$ cat config.mk
export PLATFORM = sky130hd
export DESIGN_NAME = rmls_top
export DESIGN_NICKNAME = d
export VERILOG_FILES = /design/src/hdl/rmls_top.v
export VERILOG_INCLUDE_DIRS = /design/src /design/src/hdl
export SDC_FILE = /design/constraint.sdc
export NUM_CORES = 1
export LEC_CHECK = 0
export BUFFER_PORTS_ARGS = -buffer_cell sky130_fd_sc_hd__buf_2
export CAP_MARGIN = 0
export CORE_ASPECT_RATIO = 2
export CORE_UTILIZATION = 30
export DETAILED_ROUTE_END_ITERATION = 16
export PLACE_DENSITY = 0.63
export SLEW_MARGIN = 20
export SYNTH_ARGS = -nofsm -noshare
export SYNTH_HDL_FRONTEND = slang
export SYNTH_SLANG_ARGS = --single-unit
$ cat constraint.sdc
create_clock -name pclk -period 6.5 [get_ports pclk]
set_input_delay 1.625 -clock pclk [delete_from_list [all_inputs] [get_ports pclk]]
set_output_delay 1.625 -clock pclk [all_outputs]
set_load 0.03 [all_outputs]
$ cat src/hdl/rmls_defs.vh
// Constants of the ring detect mode and line condition status block.
// Assumes inclusion by bare name from the design file.
`ifndef RMLS_DEFS_VH
`define RMLS_DEFS_VH

// Register indices; the byte address is four times the index.
`define RMLS_IDX_RING_MODE 8'h12
`define RMLS_IDX_LINE_STATUS 8'h13
`define RMLS_IDX_STICKY_OVERLOAD 8'h14
`define RMLS_IDX_IRQ_STATUS 8'h15
`define RMLS_IDX_IRQ_MASK 8'h16

// Field positions.
`define RMLS_BIT_RECT_SEL 1
`define RMLS_BIT_RSVD_WR 2
`define RMLS_BIT_OVERCURRENT 0
`define RMLS_BIT_DROPOUT 1
`define RMLS_BIT_SC_OVERLOAD 2
`define RMLS_BIT_STICKY_OVERLOAD 0

// Interrupt event bits.
`define RMLS_EV_OVERLOAD 0
`define RMLS_EV_DROPOUT 1
`define RMLS_EV_OVERCURRENT 2
`define RMLS_EV_ONESHOT 3
`define RMLS_EV_COUNT 4

// Reset values.
`define RMLS_RST_RING_MODE 8'h00
`define RMLS_RST_RECT_SEL 1'b0
`define RMLS_RST_LINE_STATUS 8'h00
`define RMLS_RST_IRQ 4'h0

// Timing: one-shot length in milliseconds and the clock rate in kHz.
`define RMLS_ONESHOT_MS 5000
`define RMLS_CLK_KHZ 50000
`define RMLS_ONESHOT_CYCLES (`RMLS_ONESHOT_MS * `RMLS_CLK_KHZ)

`endif

$ cat src/hdl/rmls_top.v
// Ring detect output selection and line condition status with an APB slave.
// Assumes all detector inputs are synchronous to pclk and already filtered.
//
// Summary of operation
// Reserved ring mode bit 2 accepts any value.
// Validation off: rectifier selects half or full wave.
// Validation on: envelope or one-shot drives ring pin.
// One-shot starts on crossing, ends after timeout.
// Self-clearing overload follows the receive overload level.
// Only off-hook counter masks it; billing enable ignored.
// Dropout reads one without loop current.
// Dropout also one when on-hook and enabled.
// Overcurrent threshold chosen by current limit setting.
// Overcurrent bit reports the detected overcurrent condition.
// Writing zero clears sticky overload and its flag.
// Reserved bits read zero; status writes are ignored.
`timescale 1ns/1ps
`include "rmls_defs.vh"

module rmls_top #(
    parameter ONESHOT_CYCLES = `RMLS_ONESHOT_CYCLES,
    parameter CNT_W = 28
)(
    input wire pclk,
    input wire presetn,
    input wire psel,
    input wire penable,
    input wire pwrite,
    input wire [11:0] paddr,
    input wire [31:0] pwdata,
    input wire [3:0] pstrb,
    output wire pready,
    output reg [31:0] prdata,
    output reg pslverr,
    input wire ring_validation_enable,
    input wire half_wave_detect,
    input wire full_wave_detect,
    input wire validated_envelope,
    input wire ring_threshold_cross,
    input wire rx_overload_level,
    input wire offhook_counter_mask,
    input wire loop_current_flowing,
    input wire offhook,
    input wire line_side_enabled,
    input wire current_limit_setting,
    input wire overcurrent_160ma,
    input wire overcurrent_60ma,
    output reg ring_detect_pin,
    output wire irq
);

    // Byte addresses derived from the register indices.
    localparam [11:0] ADDR_RING_MODE = {2'h0, `RMLS_IDX_RING_MODE, 2'h0};
    localparam [11:0] ADDR_LINE_STATUS = {2'h0, `RMLS_IDX_LINE_STATUS, 2'h0};
    localparam [11:0] ADDR_STICKY_OVERLOAD = {2'h0, `RMLS_IDX_STICKY_OVERLOAD, 2'h0};
    localparam [11:0] ADDR_IRQ_STATUS = {2'h0, `RMLS_IDX_IRQ_STATUS, 2'h0};
    localparam [11:0] ADDR_IRQ_MASK = {2'h0, `RMLS_IDX_IRQ_MASK, 2'h0};
    // The last count is cut to the counter width on purpose; CNT_W must hold it.
    localparam [31:0] ONESHOT_LAST_W = ONESHOT_CYCLES - 1;
    localparam [CNT_W-1:0] ONESHOT_LAST = ONESHOT_LAST_W[CNT_W-1:0];

    reg rectifier_select; // Stored rectifier select bit.
    reg [7:0] line_condition_status; // Read-only status image.
    reg sticky_receive_overload; // Held until software writes zero.
    reg [`RMLS_EV_COUNT-1:0] irq_status; // Sticky event bits.
    reg [`RMLS_EV_COUNT-1:0] irq_mask; // One enables an event onto irq.
    reg [`RMLS_EV_COUNT-1:0] irq_read; // Status bits captured by a pending read.
    reg oneshot_active; // Unqualified ring one-shot running.
    reg [CNT_W-1:0] oneshot_count; // Cycles elapsed in the one-shot.
    // Edge history of the crossing input; it resets to the idle level low,
    // so a crossing already high at the release of reset starts a one-shot.
    reg cross_last; // Previous threshold crossing level.
    reg [7:0] prev_status; // Previous status, for event edges.

    wire setup_phase; // First cycle of an APB transfer.
    wire access_wr; // Write taking effect at this edge.
    wire access_rd; // Read completing at this edge.
    wire cross_rise; // Threshold crossing began.
    wire [7:0] next_status; // Status image for the next cycle.
    wire [`RMLS_EV_COUNT-1:0] events; // One-cycle event pulses.

    // The slave never stalls: every access phase completes in one cycle.
    assign pready = 1'b1;
    // Setup is the cycle in which read data is captured.
    assign setup_phase = psel & ~penable;
    assign access_wr = psel & penable & pwrite;
    assign access_rd = psel & penable & ~pwrite;
    // A crossing held high gives one edge only.
    assign cross_rise = ring_threshold_cross & ~cross_last;

    // Status bits are computed from the detector levels.
    assign next_status[7:3] = 5'h00;
    assign next_status[`RMLS_BIT_SC_OVERLOAD] =
        rx_overload_level & ~offhook_counter_mask;
    // Dropout is a pure level of the line conditions; it is never latched.
    assign next_status[`RMLS_BIT_DROPOUT] =
        ~loop_current_flowing | (~offhook & line_side_enabled);
    // Overcurrent follows the comparator that the current limit selects.
    assign next_status[`RMLS_BIT_OVERCURRENT] =
        current_limit_setting ? overcurrent_60ma : overcurrent_160ma;

    // Events 0 to 2 are the rising edges of each status condition.
    assign events[`RMLS_EV_OVERLOAD] = next_status[`RMLS_BIT_SC_OVERLOAD] &
        ~prev_status[`RMLS_BIT_SC_OVERLOAD];
    assign events[`RMLS_EV_DROPOUT] = next_status[`RMLS_BIT_DROPOUT] &
        ~prev_status[`RMLS_BIT_DROPOUT];
    assign events[`RMLS_EV_OVERCURRENT] = next_status[`RMLS_BIT_OVERCURRENT] &
        ~prev_status[`RMLS_BIT_OVERCURRENT];
    // A crossing while the one-shot runs is ignored, so it raises no event.
    assign events[`RMLS_EV_ONESHOT] = cross_rise & ~oneshot_active;

    // Level interrupt while any unmasked sticky bit is set.
    assign irq = |(irq_status & irq_mask);

    // Status image and edge history refresh on every clock.
    always @(posedge pclk or negedge presetn)
    begin
        if (!presetn)
        begin
            line_condition_status <= `RMLS_RST_LINE_STATUS;
            prev_status <= `RMLS_RST_LINE_STATUS;
            cross_last <= 1'b0;
        end
        else
        begin
            // Host writes never reach this image, so it stays read-only.
            line_condition_status <= next_status;
            prev_status <= next_status;
            // Sampled every cycle so the edge detector never misses a burst.
            cross_last <= ring_threshold_cross;
        end
    end

    // The one-shot ignores further crossings while it runs; a fresh ring
    // burst after the timeout starts a new pulse.
    always @(posedge pclk or negedge presetn)
    begin
        if (!presetn)
        begin
            oneshot_active <= 1'b0;
            oneshot_count <= {CNT_W{1'b0}};
        end
        else if (!oneshot_active)
        begin
            // Idle: wait for the threshold to be crossed.
            if (cross_rise)
            begin
                oneshot_active <= 1'b1;
                oneshot_count <= {CNT_W{1'b0}};
            end
        end
        else if (oneshot_count == ONESHOT_LAST)
        begin
            // Fixed timeout reached: the pulse ends.
            oneshot_active <= 1'b0;
            oneshot_count <= {CNT_W{1'b0}};
        end
        else
        begin
            oneshot_count <= oneshot_count + {{(CNT_W-1){1'b0}}, 1'b1};
        end
    end

    // Ring detect pin multiplexer, registered so the pin is glitch free.
    always @(posedge pclk or negedge presetn)
    begin
        if (!presetn)
        begin
            ring_detect_pin <= 1'b0;
        end
        else if (!ring_validation_enable)
        begin
            ring_detect_pin <= rectifier_select ? full_wave_detect
                                                : half_wave_detect;
        end
        else
        begin
            ring_detect_pin <= rectifier_select ? oneshot_active
                                                : validated_envelope;
        end
    end

    // Writable control registers.
    always @(posedge pclk or negedge presetn)
    begin
        if (!presetn)
        begin
            // The stored bit is the only live field of the ring mode register.
            rectifier_select <= `RMLS_RST_RECT_SEL;
            irq_mask <= `RMLS_RST_IRQ;
        end
        else if (access_wr && pstrb[0])
        begin
            if (paddr == ADDR_RING_MODE)
            begin
                // Bit 2 is accepted and dropped; it has no function.
                rectifier_select <= pwdata[`RMLS_BIT_RECT_SEL];
            end
            else if (paddr == ADDR_IRQ_MASK)
            begin
                irq_mask <= pwdata[`RMLS_EV_COUNT-1:0];
            end
        end
    end

    // Sticky overload: set by the raw level, cleared by writing zero.
    // The set term wins so an overload in the clearing cycle survives.
    always @(posedge pclk or negedge presetn)
    begin
        if (!presetn)
        begin
            sticky_receive_overload <= 1'b0;
        end
        else if (rx_overload_level)
        begin
            sticky_receive_overload <= 1'b1;
        end
        else if (access_wr && pstrb[0] && paddr == ADDR_STICKY_OVERLOAD &&
                 !pwdata[`RMLS_BIT_STICKY_OVERLOAD])
        begin
            sticky_receive_overload <= 1'b0;
        end
    end

    // Interrupt status. A read clears only the bits it actually returned,
    // so an event landing between setup and access is never lost.
    always @(posedge pclk or negedge presetn)
    begin
        if (!presetn)
        begin
            irq_status <= `RMLS_RST_IRQ;
        end
        else if (access_rd && paddr == ADDR_IRQ_STATUS)
        begin
            irq_status <= (irq_status & ~irq_read) | events;
        end
        // A clear that meets a new overload event leaves the flag set.
        else if (access_wr && pstrb[0] && paddr == ADDR_STICKY_OVERLOAD &&
                 !pwdata[`RMLS_BIT_STICKY_OVERLOAD])
        begin
            // Clearing the sticky overload clears its interrupt flag too.
            irq_status <= (irq_status &
                ~(`RMLS_RST_IRQ | (4'h1 << `RMLS_EV_OVERLOAD))) | events;
        end
        else
        begin
            irq_status <= irq_status | events;
        end
    end

    // Read data and error are captured at setup so they come from flops;
    // the cost is that reads show state one cycle before the access edge.
    always @(posedge pclk or negedge presetn)
    begin
        if (!presetn)
        begin
            prdata <= 32'h00000000;
            pslverr <= 1'b0;
            irq_read <= `RMLS_RST_IRQ;
        end
        else if (setup_phase)
        begin
            prdata <= 32'h00000000;
            pslverr <= 1'b0;
            irq_read <= `RMLS_RST_IRQ;
            if (paddr == ADDR_RING_MODE)
            begin
                prdata[`RMLS_BIT_RECT_SEL] <= rectifier_select;
            end
            else if (paddr == ADDR_LINE_STATUS)
            begin
                // Writes here complete without error but change nothing.
                prdata[7:0] <= line_condition_status;
            end
            else if (paddr == ADDR_STICKY_OVERLOAD)
            begin
                // Only bit 0 is live; the other bits read zero.
                prdata[`RMLS_BIT_STICKY_OVERLOAD] <= sticky_receive_overload;
            end
            else if (paddr == ADDR_IRQ_STATUS)
            begin
                prdata[`RMLS_EV_COUNT-1:0] <= irq_status;
                irq_read <= pwrite ? `RMLS_RST_IRQ : irq_status;
            end
            else if (paddr == ADDR_IRQ_MASK)
            begin
                prdata[`RMLS_EV_COUNT-1:0] <= irq_mask;
            end
            else
            begin
                // Unmapped address: error, zero data.
                pslverr <= 1'b1;
            end
        end
        else if (psel && penable)
        begin
            // Hold the error through the access phase; it drops on the next edge.
            pslverr <= pslverr;
        end
        else
        begin
            pslverr <= 1'b0;
        end
    end

endmodule

==> results of run 1 <==
==> area by class of cell <==
class,count,area (µm²),share of cell area
multi-input cells,244,1460,0.432
flip-flops and latches,53,1330,0.392
repair buffers,44,228,0.0673
well taps,132,165,0.0488
clock buffers,6,139,0.0410
clock inverters,2,37.5,0.0111
inverters,7,26.3,0.00776
==> worst max-delay path, cell delays in order <==
cell and delay, ns:
buf_2 0.10, nor4b_2 0.28, nand3_2 0.22, or4_4 0.54, nor2_1 0.35, mux2_2 0.38
==> layout by cell type (no fill, tap or decap), types with 5 or more instances in the layout <==
cell type / count
a31oi_1: 18
nor4_1: 5
a41oi_1: 6
dfrtp_1: 53
nand2_1: 45
nand3_1: 13
inv_1: 7
a21oi_1: 13
and3_1: 7
buf_2: 41
o21ai_0: 15
nor2b_1: 6
nand4_1: 12
a22o_1: 8
nor2_1: 8
nand2b_1: 5
conb_1: 29
mux2_2: 7
clkbuf_16: 5
==> worst paths after layout <==
path | start | end | slack [ns] | depth (start not counted)
max in group asynchronous | presetn | prdata[3] | 4.60 | 2
min in group asynchronous | presetn | pslverr | 1.45 | 2
hold reg to reg | prdata[1] | prdata[1] | 0.47 | 2
hold / removal | prdata[1] | prdata[1] | 0.47 | 2
setup reg to reg | oneshot_count[24] | oneshot_count[5] | 3.92 | 5
setup / recovery | paddr[0] | irq_mask[2] | 3.17 | 6
==> power by group through the flow <==
| stage | clock (mW) | sequential [mW] | combinational [mW] |
|---|---|---|---|
| detailed placement | 0 | 0.340 | 0.0562 |
| CTS | 0.322 | 0.333 | 0.0564 |
| floorplan | 0 | 0.341 | 0.0466 |
| global route | 0.333 | 0.333 | 0.0616 |
| finish | 0.314 | 0.333 | 0.0560 |
| global placement | 0 | 0.340 | 0.0558 |
==> cell families after synthesis <==
kind of cell / after synthesis
other: 2
and+or+nand+nor: 120
adders and majority gates: 1
DFF: 53
muxes: 10
AOI/OAI and AO/OA: 84
buffers and inverters: 52
==> flip-flops by register name (all words and copies together) (netlist names), 3 cells and up <==
name / count
irq_mask: 4
irq_read: 4
irq_status: 4
prdata: 4
oneshot_count: 28
prev_status: 3
==> metal layers <==
| layer | track usage | up-vias | routed length [µm] |
|---|---|---|---|
| li1 | - | 1203 | - |
| met1 | 0.130 | 1211 | 2500 |
| met2 | 0.287 | 80 | 4200 |
| met3 | 0.0231 | 12 | 304 |
| met4 | 0.0640 | 0 | 152 |
| met5 | 0 | - | 0 |
==> through the flow <==
step / power (mW) / area (µm²) / instances / hold WS, ns / setup WS, ns
4_1_cts: 0.712 / 3380 / 488 / 0.478 / 3.15
2_1_floorplan: 0.388 / 3100 / 349 / 0.445 / 3.16
6_report: 0.703 / 3380 / 488 / 0.475 / 3.17
3_3_place_gp: 0.395 / 3210 / 480 / 0.453 / 2.86
3_5_place_dp: 0.396 / 3210 / 480 / 0.463 / 2.83
5_1_grt: 0.728 / 3380 / 488 / 0.495 / 3.06
==> impl_metrics.json, run 1 <==
{
  "synth_edf_count": 0,
  "post_synth_num_cell_types": 48,
  "fp.dieArea_mm2": 0.0104,
  "cp_max_fo": 8,
  "start_kind": "input port",
  "gr-usage-all-layers": 0.142,
  "cts_buffers": 5,
  "power.share.combinational": 0.080,
  "yosysMostFrequentCell": "dfrtp_1",
  "ant_nets": 0,
  "p_sw_frac": 0.235,
  "finish.utilization": 0.349,
  "n_antenna_cell": 0,
  "finalSetupViolations": 0,
  "max_slew_margin": 0.312,
  "tightest_slew_ns": 1.03,
  "synth_common_cells": "dfrtp_1, nand2_1, buf_4",
  "hpwl_um": 5380,
  "worstHoldPathType": "flip-flop to flip-flop",
  "fin_nets": 422,
  "gp_congestion": 0.842,
  "rsz0062_at_grt": "no",
  "share_seq_of_total_power": 0.474,
  "clk_path_buf_depth": 2,
  "drc_errors": 0,
  "grt_max_degree": 54,
  "synthMuxAreaShare": 0.0404,
  "port_buffers": 41,
  "cts_resized": 0,
  "die_w_um": 72.7,
  "yosysWarningCount": 0,
  "drive_gt1_frac": 0.185,
  "synth_xor_area_frac": 0,
  "crit_type": "input port to flip-flop",
  "cts_root_buf": "clkbuf_16",
  "slew_violations": 0,
  "initial_utilization": 0.310,
  "cts_hold_buf": 0,
  "run_status": "finished clean",
  "p_clk_frac": 0.446,
  "syn_inst": 322,
  "power_switching_mw": 0.165,
  "power_leakage_nw": 1.52,
  "die_y_um": 143,
  "async_flop_share": 1.00,
  "cts_tree": "yes",
  "synth_compound_area_frac": 0.192,
  "routed_wirelength_um": 7160,
  "synth.top_cell.area_share": 0.442,
  "vias_per_cell": 5.14,
  "cts.htree.levels": 2,
  "fmax_mhz": 301,
  "cts_sinks": 53,
  "antenna_found_initial": 0,
  "hold_viol": 0,
  "fin_crit_ns": 3.33,
  "clkLatencyLatePin_ns": 0.29,
  "fin_crit_sh": 0.512,
  "worstPathArrival_ns": 3.51,
  "ioPinCount": 102,
  "synth_fa_ha_area_frac": 0.00417,
  "wl_per_cell_um": 14.7,
  "vias": 2506,
  "synth_seq_cells": 53,
  "rows": 51,
  "synth_top_family_by_area": "simple AND/OR/NAND/NOR gates",
  "syn-mean-instance-area_um2": 9.33,
  "grt.overflow.total": 0,
  "critPathRequiredTime_ns": 6.68,
  "ys_seq_area_frac": 0.442,
  "syn_area_mm2": 0.00300,
  "ys.flop_type": "dfrtp_1",
  "p_int_mw": 0.538,
  "drtIter0Drc": 94,
  "syn2layout_area_growth_pct": 12.7,
  "fillCellCount": 1022,
  "p_per_area_mw_per_mm2": 208,
  "core_mm2": 0.00970,
  "end_kind": "flip-flop",
  "fin_skew_ns": 0.00646,
  "first_pass_iters": 4,
  "yosys.area_share.simple": 0.214,
  "clkSlewWorstSetupHoldPaths_ns": 0.07,
  "post-cts-setup-buffer-count": 0,
  "tns_ns": 0,
  "yosysTopAreaCell": "dfrtp_1",
  "ir_worst_vdd_v": 0.0000968,
  "netlist_top_cells_area": "dfrtp_1, buf_4, nand2_1",
  "drv_cap": 0,
  "grt_pass1_vias": 2428,
  "grt_pass1_wl_um": 11400
}
Note: power is estimated with default switching activity, not from simulation.
==> run 2, diff against run 1 <==
--- a/config.mk
+++ b/config.mk
@@ -11,7 +11,7 @@
 export CORE_ASPECT_RATIO = 2
 export CORE_UTILIZATION = 30
 export DETAILED_ROUTE_END_ITERATION = 16
-export PLACE_DENSITY = 0.63
+export PLACE_DENSITY = 0.65
 export SLEW_MARGIN = 20
 export SYNTH_ARGS = -nofsm -noshare
 export SYNTH_HDL_FRONTEND = slang
==> constraint.sdc (replaced) <==
create_clock -name pclk -period 2.95 [get_ports pclk]
set_input_delay 0.7375 -clock pclk [delete_from_list [all_inputs] [get_ports pclk]]
set_output_delay 0.7375 -clock pclk [all_outputs]
set_load 0.03 [all_outputs]
==> run 2 against run 1 <==
Effect of this change: first-iteration DRC count grew 38%; hold slack lost 0.0017 ns; core utilization grew 0.80 points; total power grew 130%; largest power group is now the clock network; highest routed layer unchanged.
==> impl_metrics.json, run 2 (synthesis results as in run 1) <==
{
  "run_status": "finished clean",
  "wl_met1_um": 2610,
  "cts_root_buf": "clkbuf_16",
  "hold-path-cell-count": 2,
  "grt.overflow.total": 0,
  "rows": 51,
  "grt_pass1_wl_um": 12300,
  "end_kind": "flip-flop",
  "maxUsedRoutingLayer": "met4",
  "worstPathArrival_ns": 2.59,
  "p_per_area_mw_per_mm2": 470,
  "routed_wirelength_um": 7440,
  "r2r_cells": 5,
  "wl_met3_um": 362,
  "cts_sinks": 53,
  "cts_resized": 0,
  "layout_commonest_cell": "dfrtp_1",
  "ir_worst_vdd_v": 0.000190,
  "timing.final.ws_setup_ns": 0.519,
  "clkLatencyLatePin_ns": 0.30,
  "cts_tree": "yes",
  "hpwl_um": 5440,
  "rsz0062_at_grt": "no",
  "die_y_um": 143,
  "tns_ns": 0,
  "drive_gt1_frac": 0.203,
  "initial_utilization": 0.310,
  "power_leakage_nw": 1.57,
  "fmax_mhz": 411,
  "max_slew_margin": 0.479,
  "antenna_found_initial": 0,
  "fin_crit_sh": 0.824,
  "cp_max_fo": 21,
  "port_buffers": 41,
  "drv_cap": 0,
  "wl_per_cell_um": 15.0,
  "r2r_end": "oneshot_count[10]",
  "gr-usage-all-layers": 0.153,
  "syn2layout_area_growth_pct": 15.3,
  "core_mm2": 0.00970,
  "cts_hold_buf": 0,
  "n_antenna_cell": 0,
  "min_from": "prdata[3]",
  "regToRegSetupSlack_ns": 0.52,
  "crit_path_start": "oneshot_count[24]",
  "first_pass_iters": 4,
  "clkSlewWorstSetupHoldPaths_ns": 0.07,
  "wl_met2_um": 4060,
  "drc_errors": 0,
  "fp.dieArea_mm2": 0.0104,
  "critPathRequiredTime_ns": 3.10,
  "r2r_start": "oneshot_count[24]",
  "largest_reg_flops": 28,
  "mostFrequentLayoutCells": "dfrtp_1, nand2_1, buf_2",
  "fillCellCount": 979,
  "worst_hold_path.endpoint": "prdata[3]",
  "cts_buffers": 5,
  "drtIter0Drc": 130,
  "grt_max_degree": 54,
  "cts.htree.levels": 2,
  "fin_nets": 430,
  "finalSetupViolations": 0,
  "hold_viol": 0,
  "start_kind": "flip-flop",
  "grt_pass1_vias": 2646,
  "crit_type": "flip-flop to flip-flop",
  "regArea_mm2": 0.00133,
  "tightest_slew_ns": 0.782,
  "ioPinCount": 102,
  "place_ws_ns": 0.322,
  "clk_path_buf_depth": 2,
  "die_w_um": 72.7,
  "multi_input_area_mm2": 0.00146,
  "worstHoldPathType": "flip-flop to flip-flop",
  "fin_skew_ns": 0.00368,
  "slew_violations": 0,
  "vias": 2603,
  "fin_crit_ns": 2.43,
  "vias_per_cell": 5.25,
  "gp_congestion": 0.878,
  "post-cts-setup-buffer-count": 0,
  "largest-register": "oneshot_count",
  "ant_nets": 0
}
==> run 2: stage by stage <==
stage	cells	area [µm²]	utilization	power, mW	hold WS [ns]
4_1_cts	496	3460	0.357	1.64	0.478
3_3_place_gp	488	3270	0.337	0.872	0.454
2_1_floorplan	349	3100	-	0.854	0.442
5_1_grt	496	3460	0.357	1.68	0.518
6_report	496	3460	0.357	1.63	0.473
3_5_place_dp	488	3270	0.337	0.874	0.462
==> run 2: final cells by class <==
class                   count  area share
clock buffers               5      0.0361
repair buffers             52      0.0831
flip-flops and latches     53       0.383
clock inverters             3      0.0199
multi-input cells         244       0.422
inverters                   7     0.00759
well taps                 132      0.0477
==> run 2: metal layers <==
layer / up-vias / GRT usage
met5: - / 0
met4: 0 / 0.110
met3: 38 / 0.0323
met2: 121 / 0.289
met1: 1223 / 0.140
li1: 1221 / -
==> run 2: worst max path at each step <==
stage / depth (start not counted) / to
after detailed placement: 6 / irq_mask[1]
after global placement: 6 / irq_mask[1]
after global routing: 7 / oneshot_count[19]
final: 5 / oneshot_count[10]
after floorplan: 5 / irq_status[0]
after CTS: 5 / oneshot_count[10]
==> run 2: where the power goes <==
part	switching (mW)	internal (mW)	total, mW
Combinational	0.0954	0.0301	0.126
Clock	0.277	0.490	0.767
Sequential	0.00251	0.731	0.734
==> run 2: worst max-delay path, cell delays in order, from the launching register on <==
cell and delay (ns):
dfrtp_1 0.44, or4b_1 0.56, o41a_1 0.72, buf_4 0.29
a41oi_1 0.21, a31oi_1 0.06
